--- src/shared/flash_wp_pkg.sv ---
// Shared constants, field layouts and helper functions for the flash write-protection block.
package flash_wp_pkg;
  localparam logic [7:0] OP_WR_ENABLE = 8'h06;
  localparam logic [7:0] OP_WR_DISABLE = 8'h04;
  localparam logic [7:0] OP_RD_SR1 = 8'h05;
  localparam logic [7:0] OP_RD_SR2 = 8'h35;
  localparam logic [7:0] OP_RD_SR3 = 8'h15;
  localparam logic [7:0] OP_WR_SR1 = 8'h01;
  localparam logic [7:0] OP_WR_SR2 = 8'h31;
  localparam logic [7:0] OP_WR_SR3 = 8'h11;
  localparam logic [7:0] OP_PROG = 8'h02;
  localparam logic [7:0] OP_QPROG = 8'h32;
  localparam logic [7:0] OP_SEC_ERASE = 8'h20;
  localparam logic [7:0] OP_BLK_ERASE = 8'hD8;
  localparam logic [7:0] OP_CHIP_ERASE = 8'hC7;
  localparam logic [7:0] OP_CHIP_ERASE_ALT = 8'h60;
  localparam logic [7:0] OP_UNLOCK = 8'h39;
  localparam logic [7:0] OP_LOCK = 8'h36;
  localparam logic [7:0] OP_SECR_ERASE = 8'h44;
  localparam logic [7:0] OP_SECR_PROG = 8'h42;
  localparam logic [7:0] OP_SUSPEND = 8'h75;

  localparam int SR1_BUSY_BIT = 0;
  localparam int SR1_WEL_BIT = 1;
  localparam int SR1_BP_LSB = 2;
  localparam int SR1_BP_MSB = 5;
  localparam int SR1_TB_BIT = 6;
  localparam int SR2_SRL_BIT = 0;
  localparam int SR2_CMP_BIT = 6;
  localparam int SR3_WPS_BIT = 2;

  localparam logic [3:0] BP_RESET = 4'h0;
  localparam logic TB_RESET = 1'b0;
  localparam logic CMP_RESET = 1'b0;
  localparam logic SRL_RESET = 1'b0;
  localparam logic WPS_RESET = 1'b0;
  localparam logic WEL_RESET = 1'b0;

  localparam logic [3:0] ADDR_BYTES = 4'h4;
  localparam int BLK_MSB = 24;
  localparam int BLK_LSB = 16;
  localparam int SEC_MSB = 15;
  localparam int SEC_LSB = 12;
  localparam logic [8:0] TOP_BLOCK = 9'h1FF;
  localparam logic [9:0] BLOCK_COUNT = 10'h200;
  localparam logic [9:0] LOCK_BLOCKS = 10'h1FE;
  localparam logic [9:0] LOCK_SECTORS = 10'h020;
  localparam int LOCK_BITS = 542;
  localparam logic [3:0] BP_FULL = 4'hA;

  // Read opcodes return 1..3 for the status byte they shift out, 0 otherwise.
  function automatic logic [1:0] read_sel(input logic [7:0] op);
    case (op)
      OP_RD_SR1: read_sel = 2'h1;
      OP_RD_SR2: read_sel = 2'h2;
      OP_RD_SR3: read_sel = 2'h3;
      default: read_sel = 2'h0;
    endcase
  endfunction

  function automatic logic busy_allowed(input logic [7:0] op);
    busy_allowed = (read_sel(op) != 2'h0) || (op == OP_SUSPEND);
  endfunction

  // Blocks 1..510 own one bit each; the two end blocks own sixteen sector bits each.
  function automatic logic [9:0] lock_index(input logic [31:0] a);
    logic [8:0] blk;
    blk = a[BLK_MSB:BLK_LSB];
    if (blk == 9'h000) begin
      lock_index = LOCK_BLOCKS + {6'h00, a[SEC_MSB:SEC_LSB]};
    end else if (blk == TOP_BLOCK) begin
      lock_index = LOCK_BLOCKS + (LOCK_SECTORS >> 1) + {6'h00, a[SEC_MSB:SEC_LSB]};
    end else begin
      lock_index = {1'b0, blk} - 10'h001;
    end
  endfunction

  function automatic logic range_protected(input logic [8:0] blk, input logic [3:0] bp,
                                           input logic tb, input logic cmp);
    logic [9:0] span;
    logic hit;
    if (bp == 4'h0) begin
      span = 10'h000;
    end else if (bp >= BP_FULL) begin
      span = BLOCK_COUNT;
    end else begin
      span = 10'h001 << (bp - 4'h1);
    end
    hit = tb ? ({1'b0, blk} < span) : ({1'b0, blk} >= (BLOCK_COUNT - span));
    range_protected = hit ^ cmp;
  endfunction
endpackage

--- src/shared/flash_frame_if.sv ---
// Byte and frame events passed from the serial receiver to the die core.
`timescale 1ns/1ps
interface flash_frame_if;
  logic frame_start;
  logic frame_end;
  logic byte_valid;
  logic [7:0] byte_data;
  logic sck_fall;
  modport rx (output frame_start, output frame_end, output byte_valid, output byte_data, output sck_fall);
  modport core (input frame_start, input frame_end, input byte_valid, input byte_data, input sck_fall);
endinterface

--- src/rtl/flash_lock_table.sv ---
// Individual block and sector lock bits of one die.
`timescale 1ns/1ps
module flash_lock_table (
  input wire logic clk_sys_i,
  input wire logic srst_i,
  input wire logic [9:0] lock_idx_i,
  input wire logic unlock_i,
  input wire logic lock_i,
  output logic locked_o,
  output logic any_locked_o
);
  typedef struct packed {
    logic [flash_wp_pkg::LOCK_BITS-1:0] bits;
  } lock_state_t;

  lock_state_t st;
  lock_state_t next_st;

  always_comb begin
    next_st = st;
    if (unlock_i) begin
      next_st.bits[lock_idx_i] = 1'b0;
    end else if (lock_i) begin
      next_st.bits[lock_idx_i] = 1'b1;
    end
  end

  always_ff @(posedge clk_sys_i) begin
    if (srst_i) begin
      st.bits <= '1;
    end else begin
      st <= next_st;
    end
  end

  assign locked_o = st.bits[lock_idx_i];
  assign any_locked_o = |st.bits;
endmodule // flash_lock_table

--- src/rtl/flash_spi_rx.sv ---
// Serial receiver: synchronises the link pins and assembles instruction bytes.
`timescale 1ns/1ps
module flash_spi_rx (
  input wire logic clk_sys_i,
  input wire logic srst_i,
  input wire logic spi_clk_i,
  input wire logic spi_cs_n_i,
  input wire logic spi_di_i,
  flash_frame_if.rx link
);
  typedef struct packed {
    logic [2:0] clk_p;
    logic [2:0] cs_p;
    logic [1:0] di_p;
    logic [6:0] shift;
    logic [2:0] cnt;
    logic byte_valid;
    logic [7:0] byte_data;
    logic frame_start;
    logic frame_end;
    logic sck_fall;
  } rx_state_t;

  rx_state_t st;
  rx_state_t next_st;

  // Stage 0 of each pin feeds only stage 1; edges are found from stages 1 and 2.
  always_comb begin
    next_st = st;
    next_st.byte_valid = 1'b0;
    next_st.frame_start = 1'b0;
    next_st.frame_end = 1'b0;
    next_st.sck_fall = 1'b0;
    next_st.clk_p = {st.clk_p[1:0], spi_clk_i};
    next_st.cs_p = {st.cs_p[1:0], spi_cs_n_i};
    next_st.di_p = {st.di_p[0], spi_di_i};
    if (st.cs_p[2] && !st.cs_p[1]) begin
      next_st.frame_start = 1'b1;
      next_st.cnt = 3'h0;
    end
    if (!st.cs_p[2] && st.cs_p[1]) begin
      next_st.frame_end = 1'b1;
    end
    if (!st.cs_p[1] && !st.cs_p[2]) begin
      if (st.clk_p[1] && !st.clk_p[2]) begin
        next_st.shift = {st.shift[5:0], st.di_p[1]};
        next_st.cnt = st.cnt + 3'h1;
        if (st.cnt == 3'h7) begin
          next_st.byte_valid = 1'b1;
          next_st.byte_data = {st.shift, st.di_p[1]};
        end
      end
      if (!st.clk_p[1] && st.clk_p[2]) begin
        next_st.sck_fall = 1'b1;
      end
    end
  end

  always_ff @(posedge clk_sys_i) begin
    if (srst_i) begin
      st <= '0;
      st.cs_p <= 3'h7;
    end else begin
      st <= next_st;
    end
  end

  assign link.frame_start = st.frame_start;
  assign link.frame_end = st.frame_end;
  assign link.byte_valid = st.byte_valid;
  assign link.byte_data = st.byte_data;
  assign link.sck_fall = st.sck_fall;
endmodule // flash_spi_rx

--- src/rtl/flash_write_protect_status.sv ---
// Write-protection, status flags and busy filtering of one serial flash die.
`timescale 1ns/1ps
module flash_write_protect_status #(
  parameter int unsigned PUW_CYCLES = 2000,
  parameter int unsigned PROG_CYCLES = 400,
  parameter int unsigned ERASE_CYCLES = 3000,
  parameter int unsigned WRSR_CYCLES = 200
) (
  input wire logic clk_sys_i,
  input wire logic srst_i,
  input wire logic spi_clk_i,
  input wire logic spi_cs_n_i,
  input wire logic spi_di_i,
  input wire logic die_active_i,
  output logic spi_do_o,
  output logic spi_do_oe_o
);
  typedef struct packed {
    logic act_s1;
    logic act_s2;
    logic [15:0] puw_cnt;
    logic puw_done;
    logic write_enable_latch;
    logic [3:0] bp;
    logic tb;
    logic cmp;
    logic status_lock;
    logic protect_scheme_select;
    logic busy;
    logic [23:0] busy_cnt;
    logic [7:0] op;
    logic [3:0] nbytes;
    logic [31:0] addr;
    logic [7:0] data1;
    logic frame_ok;
    logic [1:0] rd_sel;
    logic [2:0] rd_bit;
    logic do_bit;
    logic do_oe;
    logic unlock_req;
    logic lock_req;
  } core_state_t;

  core_state_t st;
  core_state_t next_st;
  flash_frame_if link ();
  logic locked;
  logic any_locked;
  logic [9:0] lock_idx;
  logic [7:0] sr1;
  logic [7:0] sr2;
  logic [7:0] sr3;
  logic [7:0] stat;
  logic wr_ok;
  logic sr_ok;
  logic prot;
  logic chip_prot;
  logic go;
  logic [23:0] go_cycles;

  flash_spi_rx u_rx (
    .clk_sys_i(clk_sys_i),
    .srst_i(srst_i),
    .spi_clk_i(spi_clk_i),
    .spi_cs_n_i(spi_cs_n_i),
    .spi_di_i(spi_di_i),
    .link(link.rx)
  );

  assign lock_idx = flash_wp_pkg::lock_index(st.addr);

  flash_lock_table u_locks (
    .clk_sys_i(clk_sys_i),
    .srst_i(srst_i),
    .lock_idx_i(lock_idx),
    .unlock_i(st.unlock_req),
    .lock_i(st.lock_req),
    .locked_o(locked),
    .any_locked_o(any_locked)
  );

  always_comb begin
    sr1 = 8'h00;
    sr1[flash_wp_pkg::SR1_BUSY_BIT] = st.busy;
    sr1[flash_wp_pkg::SR1_WEL_BIT] = st.write_enable_latch;
    sr1[flash_wp_pkg::SR1_BP_MSB:flash_wp_pkg::SR1_BP_LSB] = st.bp;
    sr1[flash_wp_pkg::SR1_TB_BIT] = st.tb;
    sr2 = 8'h00;
    sr2[flash_wp_pkg::SR2_SRL_BIT] = st.status_lock;
    sr2[flash_wp_pkg::SR2_CMP_BIT] = st.cmp;
    sr3 = 8'h00;
    sr3[flash_wp_pkg::SR3_WPS_BIT] = st.protect_scheme_select;
    case (st.rd_sel)
      2'h1: stat = sr1;
      2'h2: stat = sr2;
      2'h3: stat = sr3;
      default: stat = 8'h00;
    endcase
  end

  // The scheme select gates which protection source is consulted, never both.
  always_comb begin
    if (st.protect_scheme_select) begin
      prot = locked;
      chip_prot = any_locked;
    end else begin
      prot = flash_wp_pkg::range_protected(st.addr[flash_wp_pkg::BLK_MSB:flash_wp_pkg::BLK_LSB],
                                           st.bp, st.tb, st.cmp);
      chip_prot = (st.bp != 4'h0) || st.cmp;
    end
  end

  assign wr_ok = st.write_enable_latch && st.puw_done;
  assign sr_ok = wr_ok && !st.status_lock;

  always_comb begin
    next_st = st;
    go = 1'b0;
    go_cycles = 24'h000000;
    next_st.unlock_req = 1'b0;
    next_st.lock_req = 1'b0;
    next_st.act_s1 = die_active_i;
    next_st.act_s2 = st.act_s1;

    if (!st.puw_done) begin
      if (st.puw_cnt == 16'h0000) begin
        next_st.puw_done = 1'b1;
      end else begin
        next_st.puw_cnt = st.puw_cnt - 16'h0001;
      end
    end

    // The countdown ignores die activity so a deselected die completes its work.
    if (st.busy) begin
      if (st.busy_cnt == 24'h000000) begin
        next_st.busy = 1'b0;
        next_st.write_enable_latch = 1'b0;
      end else begin
        next_st.busy_cnt = st.busy_cnt - 24'h000001;
      end
    end

    if (link.frame_start) begin
      next_st.nbytes = 4'h0;
      next_st.frame_ok = st.act_s2;
      next_st.rd_sel = 2'h0;
      next_st.rd_bit = 3'h7;
      next_st.do_oe = 1'b0;
    end

    if (link.byte_valid && st.frame_ok) begin
      if (st.nbytes == 4'h0) begin
        next_st.op = link.byte_data;
        if (st.busy && !flash_wp_pkg::busy_allowed(link.byte_data)) begin
          next_st.frame_ok = 1'b0;
        end else begin
          next_st.rd_sel = flash_wp_pkg::read_sel(link.byte_data);
          next_st.do_oe = flash_wp_pkg::read_sel(link.byte_data) != 2'h0;
        end
      end else if (st.nbytes <= flash_wp_pkg::ADDR_BYTES) begin
        next_st.addr = {st.addr[23:0], link.byte_data};
      end
      if (st.nbytes == 4'h1) begin
        next_st.data1 = link.byte_data;
      end
      if (st.nbytes != 4'hF) begin
        next_st.nbytes = st.nbytes + 4'h1;
      end
    end

    // Status is sampled live on every bit, so a polling host sees busy drop.
    if (link.sck_fall && st.rd_sel != 2'h0) begin
      next_st.do_bit = stat[st.rd_bit];
      next_st.rd_bit = st.rd_bit - 3'h1;
    end

    if (link.frame_end) begin
      next_st.do_oe = 1'b0;
      next_st.rd_sel = 2'h0;
      if (st.frame_ok) begin
        case (st.op)
          flash_wp_pkg::OP_WR_ENABLE: begin
            if (st.nbytes == 4'h1 && st.puw_done) begin
              next_st.write_enable_latch = 1'b1;
            end
          end
          flash_wp_pkg::OP_WR_DISABLE: begin
            if (st.nbytes == 4'h1) begin
              next_st.write_enable_latch = 1'b0;
            end
          end
          flash_wp_pkg::OP_WR_SR1: begin
            if (st.nbytes == 4'h2 && sr_ok) begin
              next_st.bp = st.data1[flash_wp_pkg::SR1_BP_MSB:flash_wp_pkg::SR1_BP_LSB];
              next_st.tb = st.data1[flash_wp_pkg::SR1_TB_BIT];
              go = 1'b1;
              go_cycles = 24'(WRSR_CYCLES - 1);
            end
          end
          flash_wp_pkg::OP_WR_SR2: begin
            if (st.nbytes == 4'h2 && sr_ok) begin
              next_st.status_lock = st.data1[flash_wp_pkg::SR2_SRL_BIT];
              next_st.cmp = st.data1[flash_wp_pkg::SR2_CMP_BIT];
              go = 1'b1;
              go_cycles = 24'(WRSR_CYCLES - 1);
            end
          end
          flash_wp_pkg::OP_WR_SR3: begin
            if (st.nbytes == 4'h2 && sr_ok) begin
              next_st.protect_scheme_select = st.data1[flash_wp_pkg::SR3_WPS_BIT];
              go = 1'b1;
              go_cycles = 24'(WRSR_CYCLES - 1);
            end
          end
          flash_wp_pkg::OP_PROG, flash_wp_pkg::OP_QPROG: begin
            if (st.nbytes > flash_wp_pkg::ADDR_BYTES && wr_ok && !prot) begin
              go = 1'b1;
              go_cycles = 24'(PROG_CYCLES - 1);
            end
          end
          flash_wp_pkg::OP_SEC_ERASE, flash_wp_pkg::OP_BLK_ERASE: begin
            if (st.nbytes == flash_wp_pkg::ADDR_BYTES + 4'h1 && wr_ok && !prot) begin
              go = 1'b1;
              go_cycles = 24'(ERASE_CYCLES - 1);
            end
          end
          flash_wp_pkg::OP_CHIP_ERASE, flash_wp_pkg::OP_CHIP_ERASE_ALT: begin
            if (st.nbytes == 4'h1 && wr_ok && !chip_prot) begin
              go = 1'b1;
              go_cycles = 24'(ERASE_CYCLES - 1);
            end
          end
          flash_wp_pkg::OP_SECR_ERASE: begin
            if (st.nbytes == flash_wp_pkg::ADDR_BYTES + 4'h1 && wr_ok) begin
              go = 1'b1;
              go_cycles = 24'(ERASE_CYCLES - 1);
            end
          end
          flash_wp_pkg::OP_SECR_PROG: begin
            if (st.nbytes > flash_wp_pkg::ADDR_BYTES && wr_ok) begin
              go = 1'b1;
              go_cycles = 24'(PROG_CYCLES - 1);
            end
          end
          flash_wp_pkg::OP_UNLOCK: begin
            if (st.nbytes == flash_wp_pkg::ADDR_BYTES + 4'h1 && wr_ok) begin
              next_st.unlock_req = 1'b1;
              next_st.write_enable_latch = 1'b0;
            end
          end
          flash_wp_pkg::OP_LOCK: begin
            if (st.nbytes == flash_wp_pkg::ADDR_BYTES + 4'h1 && wr_ok) begin
              next_st.lock_req = 1'b1;
              next_st.write_enable_latch = 1'b0;
            end
          end
          default: begin
          end
        endcase
      end
    end

    if (go) begin
      next_st.busy = 1'b1;
      next_st.busy_cnt = go_cycles;
    end
  end

  // Reset stands for power-on: every die-local setting returns to its default.
  always_ff @(posedge clk_sys_i) begin
    if (srst_i) begin
      st <= '0;
      st.puw_cnt <= 16'(PUW_CYCLES - 1);
      st.write_enable_latch <= flash_wp_pkg::WEL_RESET;
      st.bp <= flash_wp_pkg::BP_RESET;
      st.tb <= flash_wp_pkg::TB_RESET;
      st.cmp <= flash_wp_pkg::CMP_RESET;
      st.status_lock <= flash_wp_pkg::SRL_RESET;
      st.protect_scheme_select <= flash_wp_pkg::WPS_RESET;
      st.rd_bit <= 3'h7;
    end else begin
      st <= next_st;
    end
  end

  assign spi_do_o = st.do_bit;
  assign spi_do_oe_o = st.do_oe;
endmodule // flash_write_protect_status

--- config.mk ---
export PLATFORM = sky130hd
export DESIGN_NAME = flash_write_protect_status
export DESIGN_NICKNAME = d
export VERILOG_FILES = /design/src/shared/flash_wp_pkg.sv /design/src/shared/flash_frame_if.sv /design/src/rtl/flash_lock_table.sv /design/src/rtl/flash_spi_rx.sv /design/src/rtl/flash_write_protect_status.sv
export SDC_FILE = /design/constraint.sdc
export NUM_CORES = 2
export LEC_CHECK = 0
export ABC_AREA = 1
export BUFFER_PORTS_ARGS = -buffer_cell sky130_fd_sc_hd__buf_4
export CORE_MARGIN = 2
export CORE_UTILIZATION = 48
export DETAILED_ROUTE_END_ITERATION = 12
export MAX_ROUTING_LAYER = met4
export SYNTH_ARGS = -nofsm -noshare
export SYNTH_HDL_FRONTEND = slang
export SYNTH_SLANG_ARGS = --single-unit
--- constraint.sdc ---
create_clock -name clk_sys_i -period 6.55 [get_ports clk_sys_i]
set_clock_uncertainty 0.2 [all_clocks]
set_input_delay 1.31 -clock clk_sys_i [delete_from_list [all_inputs] [get_ports clk_sys_i]]
set_output_delay 1.31 -clock clk_sys_i [all_outputs]
set_load 0.1 [all_outputs]
Word level (Yosys, flattened, before mapping) --
Cells that the tools add are included.
Word-level totals: flip-flop bits (word level) 687, input port bits 6, output and inout port bits 2, logic and storage cells 240
Operators by class: $add $sub $neg 10, order comparisons 8, equal/unequal tests 29, shifts and indexed selects 1, multiplexer cells 83, bitwise operators 13, reduce and logical (&&, ||, !) cells 62
Operators by type and width (count):
- $mux 542 | 2
- $and 542x542->542 | 1
- $not 542->542 | 1
- $or 542x542->542 | 1
- $reduce_or 542->1 | 1
- $mux 12 | 7
- $pmux 12 s6 | 1
- $mux 32 | 2
- $mux 10 | 5
- $mux 25 | 2
- $eq 8x6->1 const B | 6
- $mux 47 | 1
- $mux 9 | 5
- $eq 8x7->1 const B | 4
- $mux 1 | 32
- $eq 8x3->1 const B | 3
- $logic_not 24->1 | 1
- $mux 24 | 1
- $sub 24x1->24 const B | 1
- $pmux 7 s3 | 1
- $logic_and 1x1->1 | 19
- $eq 8x5->1 const B | 2
- $eq 8x8->1 const B | 2
- $logic_not 16->1 | 1
- 55 further kinds | 104

Longest topological paths before layout --
word-level depth 18, depth in mapped cells 33

Modules after synthesis --
From an unflattened synthesis, not the netlist that was laid out.
Unflattened totals: cell total of the unflattened synthesis 4686, area, all modules 34080.2 um^2
By module, submodules not included:
- flash_lock_table | times used 1, cells each 3637, area each 26756.9 um^2, seq. area each 10850.4 um^2
- flash_write_protect_status | times used 1, cells each 899, area each 6134.6 um^2, seq. area each 2122.0 um^2
- flash_spi_rx | times used 1, cells each 150, area each 1188.6 um^2, seq. area each 600.6 um^2

Least setup slack after synthesis --
Ideal clock, no wire load.
path type register to register, start point register st[34] (netlist bit), end point register st[66] (netlist bit), library setup time 112 ps, data arrival time 3036 ps, required time 6238 ps, path slack 3203 ps, stages on the path, launching flop included 31, path buffers 1, cell sequence dfxtp_1 -> inv_1 -> ha_1 -> nand2_1 -> nor2_4 -> nand3_4 -> nand2_4 -> nand2_1 -> o21ai_4 -> inv_4 -> nor3_4 -> buf_6 -> nand2_1 -> nand2_1 -> nor2_1 -> nand2_1 -> nand2_1 -> nand2_1 -> nor2_1 -> nor2_1 -> nor2_1 -> nand3_1 -> nand2_1 -> nand3_1 -> nand2_1 -> nand2_2 -> nand2_2 -> nor2_8 -> nand3_1 -> nand2_1 -> nor2_1
Between the ends: cells in the longest elaborated chain, start to end 14
RTL lines:
- start, declared | line flash_write_protect_status.sv:44 | core_state_t st;
- start signal, assigned | line flash_write_protect_status.sv:282 | st <= next_st;
- $sub 9x1->10 or $eq 9x9->1 (tied branches) | line flash_wp_pkg.sv:74, flash_wp_pkg.sv:71
- $mux 10 | line flash_wp_pkg.sv:71 | end else if (blk == TOP_BLOCK) begin
- $mux 10 | line flash_wp_pkg.sv:69 | if (blk == 9'h000) begin
- $bmux 1 s10 | line flash_lock_table.sv:36 | assign locked_o = st.bits[lock_idx_i];
- $mux 1 (implied by the code) | line flash_lock_table.sv:36
- $mux 1 * | line flash_write_protect_status.sv:103 | if (st.protect_scheme_select) begin
- $logic_not 1->1 * | line flash_write_protect_status.sv:216, flash_write_protect_status.sv:222
- $logic_and 1x1->1, on equally long branches | line flash_write_protect_status.sv:222, flash_write_protect_status.sv:216
- $mux 1, on equally long branches | line flash_write_protect_status.sv:222, flash_write_protect_status.sv:216
- $pmux 1 s6 | line flash_write_protect_status.sv:181 | case (st.op)
- $mux 1 | line flash_write_protect_status.sv:180 | if (st.frame_ok) begin
- $mux 1 | line flash_write_protect_status.sv:177 | if (link.frame_end) begin
- $ne 2x2->1 (no source line) or $reduce_bool 2->1 (tied branches)
- $reduce_and 2->1 (no source line)
Every way passes the cells marked *; elsewhere a longest branch is shown, timed or not. The select of a mux whose other input is x is not followed. A chain may end at the register's enable or synchronous reset.

Final worst setup path --
start point register st[34] (netlist bit), end point register st[76] (netlist bit)
Between the ends: cells in the longest elaborated chain, start to end 14
RTL lines (line):
- $sub 9x1->10 or $eq 9x9->1 (tied branches) | flash_wp_pkg.sv:74, flash_wp_pkg.sv:71
- $mux 10 | flash_wp_pkg.sv:71
- $mux 10 | flash_wp_pkg.sv:69
- $bmux 1 s10 | flash_lock_table.sv:36
- $mux 1 (implied by the code) | flash_lock_table.sv:36
- $mux 1 * | flash_write_protect_status.sv:103
- $logic_not 1->1 * | flash_write_protect_status.sv:216, flash_write_protect_status.sv:222
- $logic_and 1x1->1, on equally long branches | flash_write_protect_status.sv:222, flash_write_protect_status.sv:216
- $mux 1, on equally long branches | flash_write_protect_status.sv:222, flash_write_protect_status.sv:216
- $pmux 1 s6 * | flash_write_protect_status.sv:181
- $mux 1 * | flash_write_protect_status.sv:180
- $mux 1 * | flash_write_protect_status.sv:177
- $ne 2x2->1 (no source line) or $reduce_bool 2->1 (tied branches)
- $reduce_and 2->1 (no source line)
Marked as above.

==> results.txt <==
The run finished with clean final reports. The total power per unit cell area came out at 234 nW/µm². The worst relative slew slack is 0.207.

The average size of a mapped cell came out at 7.16 µm². The total overflow left after global routing is 0. The number of buffers inserted during clock tree synthesis came out at 78. The fraction of layout instances using a drive strength above 1 came out at 0.0574. The critical path capture point type is a flip-flop. In the synthesized netlist, the cells that appear most often are 1329 x sky130_fd_sc_hd__nand2_1, 678 x sky130_fd_sc_hd__dfxtp_1, 635 x sky130_fd_sc_hd__o21ai_0.

The required time reported for the critical path endpoint came out at 6.87 ns. The area fraction of the dominant cell type after synthesis came out at 0.395. The setup TNS came out at 0 ns. The growth of design area from synthesis to finish is 8.21%. In this run the post-CTS setup repair buffer count came out at 0. The combined global-route utilization of all metal layers is 0.331. In this run the cell area of the synthesized design comes to 34400 µm². Detailed placement finished with a half-perimeter wire length of 73600 µm. The most used flip-flop cell after synthesis is sky130_fd_sc_hd__dfxtp_1.

The clock passes through at most 3 buffers. By area the synthesized netlist is led by sky130_fd_sc_hd__dfxtp_1 39%, sky130_fd_sc_hd__nand2_1 15%, sky130_fd_sc_hd__o311ai_0 14%. The total length of routed wires is 122000 µm.

The met2 usage came out at 0.521. The routing usage on met1 came out at 0.429. The placeable core region came out at 71200 µm². The TritonCTS sink count came out at 678. The number of hold buffers added after cts came out at 0. For this run, design rule violations remaining after detail routing come to 0. Cell internal power was estimated by the tool at 0.00681 W. Among all cell types in the netlist, the one instantiated most often is sky130_fd_sc_hd__nand2_1.

The post-synthesis sequential area ratio came out at 0.395. STA puts the critical path data arrival time at 5.87 ns. The number of placement rows came out at 98. The switching power is 0.00190 W. The final setup violation count came out at 0. The tree is rooted in a sky130_fd_sc_hd__clkbuf_16. When the netlist entered floorplanning its net count stood at 4838.

The fraction of the cycle the final worst path needs came out at 0.847. Synthesis inferred 678 register bits. The pin count of the biggest net entering global routing came out at 233.

The total number of yosys warnings came out at 0. The static leakage power came out at 14.3 nW. The residual antenna-violating net count after detailed routing came out at 0. The hold violation total from the final report came out at 0.

The count of routing violations after the opening detailed-route iteration is 3622. The first-pass detailed-route iteration total is 6. In this run the vertical extent of the chip is 272 µm. After detailed routing, the average wire length per cell comes to 22.0 µm. Routability-driven placement finished with a final weighted congestion of 0.910.

Of the total power, the share spent switching nets is 0.218. The measured slew at the worst slew-check pin is 1.19 ns. Along the worst path, the maximum fanout reaches 57.

TritonCTS built the clock tree. The cell count after placement came out at 5392. The final standard cell count with taps included and fillers excluded is 5535. The number of flops mapped to enable cells by yosys came out at 0. The max-slew violation count was 0.

The total number of nets in the final design is 4559. The kind of critical path is reg2reg. The full die area is 73800 µm². The first global-routing pass estimated 187000 µm of wire.

The number of cells produced by synthesis is 4801. For this run, asynchronously set or reset flops after synthesis account for 0. The met3 usage is 0.0438. Summed over all instances, the cell type with the most area after synthesis is sky130_fd_sc_hd__dfxtp_1. Across the VDD grid, the largest voltage drop is 0.182 mV. In this run the most used layer during global routing was met2.

The time the worst path needs with I/O delays and setup is 5.55 ns. The number of different library cells in the post-synthesis netlist came out at 59. The part of the total power dissipated in sequential elements came out at 0.474. The number of fill cells came out at 7061. Setup repair after global routing left no endpoint under its margin. The initial standard-cell utilization of the core came out at 0.482. For this block, the via count after detailed routing is 33590.

The number of antenna violations at the first check in global routing is 1. The count of max-cap constraint violations is 0. The number of global-route vias before repair came out at 30721.

The x dimension of the die is 272 µm. The routed via count divided by cell count came out at 6.07. The clock transition time at the flip-flop clock pins of the worst setup and hold paths is 0.06 ns. At the later pin of the worst-skew pair, clock insertion delay measures 0.63 ns. The number of ports placed on the die boundary is 8.

The share of total power dissipated in combinational logic is 0.010. The count of port buffers added during placement is 7. The number of cells upsized or downsized after cts is 0. The part of the power in the clock network came out at 0.516. The worst setup path is launched from a flip-flop. Timing would allow up to 180 MHz.

The H-tree was split into 3 levels. In this run the worst hold path is classified as reg2reg.
## path summary, 6_finish.rpt
check / startpoint / cells past startpoint / to / slack [ns]
worst max register to register: st[34] / 22 / st[76] / 1.00
worst min-delay path: u_rx.next_st[28] / 2 / u_rx.next_st[29] / 0.21
worst max-delay path: st[34] / 22 / st[76] / 1.00
worst min register to register: u_rx.next_st[28] / 2 / u_rx.next_st[29] / 0.21
## cell usage in the layout (no fill, tap or decap), drive strengths merged, types with 4 or more instances in the layout
cell type,synthesis,routed
nand3,153,153
o211ai,4,4
nand2,1337,1337
xor2,18,18
a211oi,13,13
xnor2,7,7
o21ai,658,658
nor4,128,128
inv,225,225
nor2,296,296
a21oi,101,101
a31oi,5,5
and2,5,5
dfxtp,678,678
clkbuf,366,122
o311ai,542,542
nand4,36,36
buf,76,83
ha,31,31
or4,13,13
or2,11,11
o22ai,13,13
nor3,38,38
clkinv,18,33
## per-layer routing
| metal | part of all wire | up-vias |
|---|---|---|
| met4 | 0.043 | 0 |
| met5 | 0 | - |
| met1 | 0.43 | 15590 |
| met3 | 0.070 | 263 |
| li1 | - | 16552 |
| met2 | 0.46 | 1185 |
## power by group through the flow
stage               registers [W]  clock network (W)  logic [W]
floorplan                 0.00422                  0  0.0000575
global placement          0.00422                  0  0.0000817
detailed placement        0.00422                  0  0.0000821
CTS                       0.00413            0.00455  0.0000820
global route              0.00413            0.00472  0.0000909
finish                    0.00413            0.00450  0.0000835
## area by class of cell
type                       count  area (µm²)  share of cell area
multi-input combinational   3438       18100               0.488
sequential                   678       13600               0.365
clock buffer                 122        2430              0.0654
tap                          950        1190              0.0320
inverter                     243         922              0.0248
timing repair buffer          83         723              0.0194
clock inverter                19         199             0.00535
antenna                        2        5.00            0.000135
## cells by family (layout without fill, tap and decap cells)
family          after synthesis  in the layout  share of synthesized area
flops                       678            678                      0.395
fa+ha+maj                    31             31                     0.0113
xor+xnor                     25             25                    0.00637
simple gates               2025           2025                      0.247
compound gates             1357           1357                      0.261
other cells                   0              2                          0
buf+inv                     685            467                     0.0788
## metrics by stage
stage	hold slack, ns	setup WS, ns	util	area [µm²]	total power, W
detailed placement	0.193	1.14	0.485	34600	0.00430
floorplan	0.188	3.20	-	34400	0.00428
CTS	0.212	1.08	0.522	37200	0.00876
finish	0.207	1.00	0.522	37200	0.00871
global placement	0.192	1.28	0.485	34600	0.00430
global route	0.229	0.529	0.522	37200	0.00894
## worst max-delay path, stage by stage (launching register included)
cell and delay, ns:
sky130_fd_sc_hd__dfxtp_1 0.40, sky130_fd_sc_hd__inv_1 0.14, sky130_fd_sc_hd__ha_1 0.26, sky130_fd_sc_hd__nand2_1 0.12, sky130_fd_sc_hd__nor2_4 0.06, sky130_fd_sc_hd__nand3_4 0.14, sky130_fd_sc_hd__nand3_1 0.43, sky130_fd_sc_hd__nand2_8 0.62
sky130_fd_sc_hd__nor2_2 0.14, sky130_fd_sc_hd__buf_12 0.21, sky130_fd_sc_hd__inv_1 0.48, sky130_fd_sc_hd__o22ai_1 0.13, sky130_fd_sc_hd__o21ai_0 0.37, sky130_fd_sc_hd__nand4_1 0.14, sky130_fd_sc_hd__nor2_1 0.13, sky130_fd_sc_hd__nor2_1 0.06
sky130_fd_sc_hd__nand3_1 0.23, sky130_fd_sc_hd__nand2_1 0.12, sky130_fd_sc_hd__nand3_1 0.08, sky130_fd_sc_hd__nand2_1 0.07, sky130_fd_sc_hd__nand2_1 0.11, sky130_fd_sc_hd__nand4_1 0.49, sky130_fd_sc_hd__nor2_1 0.28
Note: power is estimated with default switching activity, not from simulation.
